--- src/design/iga_params.svh ---
// iga_params.svh: offsets, field positions and reset values of the event group aggregator
// assumes inclusion by the aggregator package and design file only
`ifndef IGA_PARAMS_SVH
`define IGA_PARAMS_SVH

// ---------------------------------------------------------------
// register offsets on the controller peripheral bus
// ---------------------------------------------------------------
`define IGA_OFF_A_SOURCE 8'h8c
`define IGA_OFF_A_ENABLE 8'h90
`define IGA_OFF_A_RESULT 8'h94
`define IGA_OFF_B_SOURCE 8'ha0

// ---------------------------------------------------------------
// field layout and reset values
// ---------------------------------------------------------------
`define IGA_A_DEFINED    32'h0000_0007
`define IGA_B_DEFINED    32'h0000_000f
`define IGA_HINT_BIT     31
`define IGA_ZERO_WORD    32'h0000_0000
`define IGA_A_NBITS      3
`define IGA_B_NBITS      4
`define IGA_B_ID_BIT      0
`define IGA_B_SINGLE_BIT  1
`define IGA_B_REPEAT_BIT  2
`define IGA_B_THERMAL_BIT 3

`endif

--- src/design/iga_pkg.sv ---
// iga_pkg.sv: types shared by the event group aggregator
// assumes iga_params.svh is on the include path
`include "iga_params.svh"
`default_nettype none

package iga_pkg;
  // ---------------------------------------------------------------
  // types
  // ---------------------------------------------------------------
  typedef logic [31:0] iga_word_t;      // one register word
  typedef logic [7:0]  iga_addr_t;      // register offset
  typedef logic [`IGA_A_NBITS-1:0] iga_a_ev_t; // group a event lines
  typedef logic [`IGA_B_NBITS-1:0] iga_b_ev_t; // group b event lines
endpackage : iga_pkg

`default_nettype wire

--- src/design/iga_aggregator.sv ---
// iga_aggregator.sv: two event aggregation groups (a and b) for the controller core
// assumes event inputs come from logic on mclk_in and the core's bus is synchronous
`include "iga_params.svh"
`default_nettype none

module iga_aggregator (
  // clock and reset
  input  wire logic               mclk_in,
  input  wire logic               reset_in,
  // register bus from the core
  input  wire logic               bus_sel_in,
  input  wire logic               bus_wr_in,
  input  wire iga_pkg::iga_addr_t bus_addr_in,
  input  wire iga_pkg::iga_word_t bus_wdata_in,
  output var  iga_pkg::iga_word_t bus_rdata_out,
  // group a event sources
  input  wire iga_pkg::iga_a_ev_t event_group_a_in,
  // group b event sources
  input  wire logic               identification_done_event_in,
  input  wire logic               converter_single_done_in,
  input  wire logic               converter_repeat_done_in,
  input  wire logic               thermal_link_event_in,
  // requests to the core
  output var  logic               event_group_a_irq_out,
  output var  logic               event_group_b_irq_out
);
  import iga_pkg::*;

  // ---------------------------------------------------------------
  // state
  // ---------------------------------------------------------------
  iga_word_t src_a_q;      // group a source
  iga_word_t en_a_q;       // group a enable
  logic      hint_a_q;     // leading_bit_hint of group a result
  iga_word_t src_b_q;      // group b source
  logic      id_done_q;    // previous identification done level
  iga_word_t res_a;        // group a masked result
  iga_word_t ev_a;         // group a events as a word
  iga_word_t ev_b;         // group b events as a word
  logic      wr_src_a;     // write to group a source
  logic      wr_src_b;     // write to group b source
  logic      wr_en_a;      // write to group a enable
  logic      wr_res_a;     // write to group a result, hint bit only

  // write strobe for one offset
  function automatic logic wr_hit(input iga_addr_t off);
    wr_hit = bus_sel_in && bus_wr_in && (bus_addr_in == off);
  endfunction : wr_hit

  // latch-and-clear step; set wins over clear
  function automatic iga_word_t rwc(input iga_word_t cur, input iga_word_t set,
                                    input logic clr, input iga_word_t w,
                                    input iga_word_t defm);
    rwc = ((clr ? (cur & ~w) : cur) | set) & defm;
  endfunction : rwc

  // ---------------------------------------------------------------
  // event mapping
  // ---------------------------------------------------------------
  always_comb begin
    ev_a = `IGA_ZERO_WORD;
    ev_a[`IGA_A_NBITS-1:0] = event_group_a_in;
    ev_b = `IGA_ZERO_WORD;
    ev_b[`IGA_B_ID_BIT]      = identification_done_event_in & ~id_done_q;
    ev_b[`IGA_B_SINGLE_BIT]  = converter_single_done_in;
    ev_b[`IGA_B_REPEAT_BIT]  = converter_repeat_done_in;
    ev_b[`IGA_B_THERMAL_BIT] = thermal_link_event_in;
    // one strobe per writable register
    wr_src_a = wr_hit(`IGA_OFF_A_SOURCE);
    wr_src_b = wr_hit(`IGA_OFF_B_SOURCE);
    wr_en_a  = wr_hit(`IGA_OFF_A_ENABLE);
    wr_res_a = wr_hit(`IGA_OFF_A_RESULT);
    res_a = src_a_q & en_a_q;
  end

  // edge reference for identification done
  always_ff @(posedge mclk_in) begin
    if (reset_in) begin
      id_done_q <= 1'b0;
    end else begin
      id_done_q <= identification_done_event_in;
    end
  end

  // group a source: reserved bits held at zero
  always_ff @(posedge mclk_in) begin
    if (reset_in) begin
      src_a_q <= `IGA_ZERO_WORD;
    end else begin
      src_a_q <= rwc(src_a_q, ev_a, wr_src_a, bus_wdata_in, `IGA_A_DEFINED);
    end
  end

  // group b source
  always_ff @(posedge mclk_in) begin
    if (reset_in) begin
      src_b_q <= `IGA_ZERO_WORD;
    end else begin
      src_b_q <= rwc(src_b_q, ev_b, wr_src_b, bus_wdata_in, `IGA_B_DEFINED);
    end
  end

  // group a enable: only defined bits writable
  always_ff @(posedge mclk_in) begin
    if (reset_in) begin
      en_a_q <= `IGA_ZERO_WORD;
    end else if (wr_en_a) begin
      en_a_q <= bus_wdata_in & `IGA_A_DEFINED;
    end
  end

  // leading bit hint flag in group a result
  always_ff @(posedge mclk_in) begin
    if (reset_in) begin
      hint_a_q <= 1'b0;
    end else if (wr_res_a) begin
      hint_a_q <= bus_wdata_in[`IGA_HINT_BIT];
    end
  end

  // ---------------------------------------------------------------
  // read path, registered
  // ---------------------------------------------------------------
  always_ff @(posedge mclk_in) begin
    if (reset_in) begin
      bus_rdata_out <= `IGA_ZERO_WORD;
    end else if (bus_sel_in && !bus_wr_in) begin
      unique case (bus_addr_in)
        `IGA_OFF_A_SOURCE: bus_rdata_out <= src_a_q;
        `IGA_OFF_A_ENABLE: bus_rdata_out <= en_a_q;
        `IGA_OFF_A_RESULT: bus_rdata_out <= {hint_a_q, res_a[`IGA_HINT_BIT-1:0]};
        `IGA_OFF_B_SOURCE: bus_rdata_out <= src_b_q;
        default:           bus_rdata_out <= `IGA_ZERO_WORD; // unmapped
      endcase
    end
  end

  // ---------------------------------------------------------------
  // requests to the core
  // ---------------------------------------------------------------
  always_ff @(posedge mclk_in) begin
    if (reset_in) begin
      event_group_a_irq_out <= 1'b0;
      event_group_b_irq_out <= 1'b0;
    end else begin
      event_group_a_irq_out <= |res_a;
      event_group_b_irq_out <= |src_b_q;
    end
  end
endmodule : iga_aggregator

`default_nettype wire

--- config.mk ---
export PLATFORM = sky130hd
export DESIGN_NAME = iga_aggregator
export DESIGN_NICKNAME = d
export VERILOG_FILES = /design/src/design/iga_pkg.sv /design/src/design/iga_aggregator.sv
export VERILOG_INCLUDE_DIRS = /design/src /design/src/design
export SDC_FILE = /design/constraint.sdc
export NUM_CORES = 1
export LEC_CHECK = 0
export BUFFER_PORTS_ARGS = -buffer_cell sky130_fd_sc_hd__buf_4
export CORE_MARGIN = 3
export CORE_UTILIZATION = 30
export DETAILED_ROUTE_END_ITERATION = 6
export PLACE_DENSITY = 0.68
export SLEW_MARGIN = 0
export SYNTH_ARGS = -nofsm -noshare
export SYNTH_HDL_FRONTEND = slang
export SYNTH_SLANG_ARGS = --single-unit
--- constraint.sdc ---
create_clock -name mclk_in -period 3.7 [get_ports mclk_in]
set_clock_uncertainty 0.05 [all_clocks]
set_input_delay 0.555 -clock mclk_in [delete_from_list [all_inputs] [get_ports mclk_in]]
set_output_delay 0.555 -clock mclk_in [all_outputs]
set_load 0.01 [all_outputs]
==> out/metrics.csv, run 1 <==
metric;value;unit
layout_commonest_cell;buf_4;
vdd_ir_drop_max;0.0901;mV
wl;2280;µm
syn_avg_cell_area;8.24;µm²
required;3.79;ns
drc;0;
min_period;1.73;ns
cp.arrival;1.82;ns
cts_tree;done;
track_usage;10.1;%
gp_congestion;0.787;
cp_max_fo;10;
yosysTopAreaCell;dfxtp_1;
clock_sinks;19;
synthArstFlopShare;0;%
hold_path_class;reg -> reg;
p_per_area;323;nW/µm²
first_global_vias;789;
drtPass1Iterations;4;
clock_latency;0.26;ns
critPathSlowestCell;nor4b_4;
max_slew_margin;66.3;%
slew_violations;0;
worst_pin_slew;0.503;ns
cts_setup_buffers;0;
setup_violations;0;
hold_viol;0;
die_x;66.7;µm
port_buffers;30;
htreeDepth;1;
io_pins;85;
cp_slowest_stage_delay;0.51;ns
num-nets-final;215;
whs_path_depth;2;
grt_pass1_wl;3430;µm
p_leak;0.567;nW
antenna_found_initial;0;
clkPwrFrac;33.6;%
synth_area;1100;µm²
status;complete, no violations;
crit_family;simple AND/OR/NAND/NOR gates;
yosys_most_used_dff;dfxtp_1;
synth_area_leaders;dfxtp_1, buf_4, a21oi_1, nor2_1, nor2b_1;
placed_area;1260;µm²
path_clk_slew;0.07;ns
core;3440;µm²
dp_hpwl;1840;µm
yosysUniqueCellTypes;30;
start_util;32.1;%
fin_tns_setup;0;ns
min_from;bus_rdata_out[31]$_SDFFE_PP0P_;
dieArea;4440;µm²
yosysWarnings;0;
die_y;66.7;µm
clockBufferDepth;2;
synth_cells;134;
reg2regPathDepth;4;
cts_hold_buffers;0;
pwr-share-seq;51.1;%
antenna_cells;0;
ant_nets;0;
cts_buffers;3;
finalInstanceArea;1310;µm²
fmax;0.579;GHz
power.internal;0.316;mW
routed_via_density;4.50;
crit_chain;buf_4, nor4b_4, and4_1, mux2i_1, nor2_1;
crit_buf_inv;1;
r2r_start;en_a_q[2]$_SDFFE_PP0P_;
crit_type;in -> reg;
hold_end;bus_rdata_out[31]$_SDFFE_PP0P_;
post_drt_wl_per_cell;10.9;µm
num_vias;941;
drt_iter0_markers;30;
synth_top_area_share;34.5;%
fp-row-count;21;
layout_common_cells;buf_4, conb_1, dfxtp_1;
p_comb_share;15.4;%
synth_edf_count;0;
cts-root-buf;clkbuf_8;
drive_above_1_share;20.9;%
maxCapViolations;0;
cts_resized;0;
p_switching;0.107;mW
rsz0062_at_grt;false;
sw_frac_of_total;25.3;%
rrSetupSlack;2.59;ns
timing.rr.end;bus_rdata_out[2]$_SDFFE_PP0P_;
grt_max_degree;19;
yosys_register_bits;19;
startpoint_type;primary input;
area_delta_synth_final;18.5;%
yosysSeqAreaShare;34.5;%
endpoint_kind;flop;
grt_overflow;0;
fin_crit_sh;46.7;%
cells in the mapped netlist (2+ instances only):
library cell,number
buf_4,28
dfxtp_1,19
nor2_1,12
a21oi_1,10
nand2_1,9
nor2b_1,7
o21ai_0,6
a22oi_1,4
inv_1,4
nand4_1,4
a22o_1,3
mux2i_1,3
nand3_1,3
and2_1,2
and4_1,2
clkbuf_1,2
nand2b_1,2
o22ai_1,2
cell type report:
type | instances | area, µm²
Fill cell | 383 | 2130
Multi-Input combinational cell | 106 | 584
Sequential cell | 19 | 380
Timing Repair Buffer | 30 | 225
Tap cell | 46 | 57.6
Clock buffer | 4 | 45.0
Inverter | 4 | 15.0
sequential cells by signal (all words and copies together), names as in the netlist:
name                   flops
bus_rdata_out              5
event_group_a_irq_out      1
hint_a_q                   1
en_a_q                     3
src_b_q                    4
src_a_q                    3
event_group_b_irq_out      1
id_done_q                  1
layer usage:
metal	global-route usage [%]	part of all wire (%)	up-vias
li1	-	-	470
met1	12.0	43	426
met2	16.5	46	40
met3	2.36	8.2	5
met4	6.09	2.6	0
met5	0	0	-
power groups by stage:
stage                     Sequential [mW]  Clock (mW)  Combinational (mW)
after floorplan                     0.220           0              0.0560
after global placement              0.221           0              0.0639
after detailed placement            0.221           0              0.0645
after CTS                           0.216       0.147              0.0648
after global routing                0.217       0.154              0.0729
final                               0.216       0.142              0.0649
kinds of logic after synthesis:
logic type / Yosys count / synth area share (%)
compound gates: 29 / 16.8
buf+inv: 35 / 21.4
flops: 19 / 34.5
mux: 3 / 2.72
other cells: 1 / 0.340
simple gates: 47 / 24.3
through the flow:
stage / total power, mW / instances / setup WS [ns] / util (%) / hold WS (ns)
5_1_grt: 0.444 / 209 / 1.92 / 38.0 / 0.438
3_5_place_dp: 0.285 / 205 / 1.71 / 36.7 / 0.400
4_1_cts: 0.428 / 209 / 1.99 / 38.0 / 0.410
3_3_place_gp: 0.285 / 205 / 1.74 / 36.7 / 0.395
2_1_floorplan: 0.276 / 160 / 1.99 / - / 0.387
6_report: 0.423 / 209 / 1.97 / 38.0 / 0.404
worst reg2reg max path, cell delays in order (launching register included):
cell and delay, ns:
dfxtp_1 0.35, and3b_1 0.18, o21ai_0 0.14, o22ai_1 0.10
a22o_1 0.19
worst max-delay path by stage:
stage | startpoint | end | slack (ns) | cells after the start
after floorplan | bus_addr_in[1] | en_a_q[0]$_SDFFE_PP0P_ | 1.99 | 5
after global placement | bus_addr_in[1] | en_a_q[1]$_SDFFE_PP0P_ | 1.74 | 5
after detailed placement | bus_addr_in[1] | en_a_q[2]$_SDFFE_PP0P_ | 1.71 | 5
after CTS | bus_addr_in[1] | en_a_q[2]$_SDFFE_PP0P_ | 1.99 | 5
after global routing | bus_addr_in[1] | en_a_q[2]$_SDFFE_PP0P_ | 1.92 | 5
final | bus_addr_in[1] | en_a_q[2]$_SDFFE_PP0P_ | 1.97 | 5
(Power assumes the default switching activity.)
==> run 2: changes to the inputs <==
clock period = 1.6 ns   (was 3.7 ns; I/O delays follow)
==> run 2 against run 1 <==
Compared with the run above: via count up 1.9%; critical path depth unchanged; sequential power up 130%; sequential cell count unchanged; cell area up 1.7%; critical endpoint unchanged.
==> out/metrics.csv, run 2 (same netlist as run 1, synthesis figures left out) <==
metric;value;unit
slew_violations;0;
p_per_area;742;nW/µm²
min_from;event_group_a_in[2];
required;1.69;ns
wl;2330;µm
cts_buffers;3;
maxCapViolations;0;
startpoint_type;primary input;
largest_register;bus_rdata_out;
drt_iter0_markers;21;
cts_hold_buffers;0;
timing.rr.end;bus_rdata_out[2]$_SDFFE_PP0P_;
antenna_cells;0;
fp-row-count;21;
clock_latency;0.26;ns
post_drt_wl_per_cell;11.0;µm
drtPass1Iterations;4;
fin_crit_sh;78.9;%
grt_overflow;0;
grt_pass1_wl;3520;µm
top_regs;bus_rdata_out: 5 flops, src_b_q: 4 flops;
layout_commonest_cell;buf_4;
largest_reg_flops;5;
gp_congestion;0.779;
clock_sinks;19;
antenna_found_initial;0;
core;3440;µm²
whs;0.144;ns
hold_viol;0;
crit_chain;buf_4, nor4b_4, and4_1, mux2i_1, nor2_1;
htreeDepth;1;
cts_setup_buffers;0;
fin_tns_setup;0;ns
num_vias;959;
setup_violations;0;
min_period;1.26;ns
p_leak;0.583;nW
drc;0;
crit_type;in -> reg;
area_delta_synth_final;20.5;%
clockBufferDepth;2;
die_y;66.7;µm
first_global_vias;836;
cp_max_fo;5;
port_buffers;30;
layout_common_cells;buf_4, conb_1, dfxtp_1;
rsz0062_at_grt;false;
track_usage;10.4;%
die_x;66.7;µm
reg2regPathDepth;4;
fmax;0.792;GHz
r2r_start;en_a_q[2]$_SDFFE_PP0P_;
path_clk_slew;0.07;ns
cp.arrival;1.36;ns
cts_tree;done;
hold_path_class;in -> reg;
routed_via_density;4.52;
cp_slowest_stage_delay;0.38;ns
cts-root-buf;clkbuf_8;
endpoint_kind;flop;
num-nets-final;218;
critPathSlowestCell;nor4b_4;
status;complete, no violations;
cts_resized;0;
io_pins;85;
vdd_ir_drop_max;0.215;mV
fillers;387;
ant_nets;0;
rrSetupSlack;0.50;ns
dp_hpwl;1860;µm
dieArea;4440;µm²
start_util;32.1;%
drive_above_1_share;22.3;%
grt_max_degree;19;
hold_end;src_a_q[2]$_SDFF_PP0_;
whs_path_depth;3;
-- run 2: cell types whose count changed in the layout (fill, tap and decap cells not counted), sizes merged --
cell	change
buf	+3
-- run 2: cell type report --
type | count | area [µm²] | share of cell area, %
well taps | 46 | 57.6 | 4.33
repair buffers | 33 | 248 | 18.6
multi-input cells | 106 | 584 | 43.9
flip-flops and latches | 19 | 380 | 28.6
inverters | 4 | 15.0 | 1.13
clock buffers | 4 | 45.0 | 3.39
-- run 2: worst max path at each step --
stage,startpoint,to,cells past startpoint
final,bus_addr_in[1],en_a_q[2]$_SDFFE_PP0P_,5
after global routing,bus_addr_in[1],en_a_q[2]$_SDFFE_PP0P_,5
after CTS,bus_addr_in[1],en_a_q[2]$_SDFFE_PP0P_,5
after detailed placement,bus_addr_in[1],en_a_q[2]$_SDFFE_PP0P_,5
after global placement,bus_addr_in[1],en_a_q[1]$_SDFFE_PP0P_,5
after floorplan,bus_addr_in[1],en_a_q[0]$_SDFFE_PP0P_,5
-- run 2: worst max-delay path: cells and delay by family --
family	cells	cell delay (ns)
buffers and inverters	1	0.12
muxes	1	0.21
and+or+nand+nor	3	0.79
-- run 2: per-layer routing --
layer	vias to the layer above	GRT usage (%)	part of all wire [%]	routed length, µm
met5	-	0	0	0
met2	43	17.5	45	1050
li1	481	-	-	-
met4	0	5.33	1.6	37
met3	4	2.36	10	232
met1	431	12.2	44	1020
-- run 2: where the power goes --
| group | switching, mW | total, mW | internal (mW) |
|---|---|---|---|
| Combinational | 0.0871 | 0.154 | 0.0672 |
| Sequential | 0.0105 | 0.500 | 0.489 |
| Clock | 0.155 | 0.332 | 0.177 |
-- run 2: through the flow --
step / power, mW / instance area [µm²] / setup slack [ns] / std cells / utilization [%]
CTS: 0.992 / 1330 / 0.331 / 212 / 38.6
finish: 0.986 / 1330 / 0.337 / 212 / 38.6
floorplan: 0.638 / 1200 / 0.203 / 160 / -
global placement: 0.662 / 1280 / 0.0757 / 208 / 37.3
detailed placement: 0.663 / 1280 / 0.0802 / 208 / 37.3
global route: 1.03 / 1330 / 0.267 / 212 / 38.6
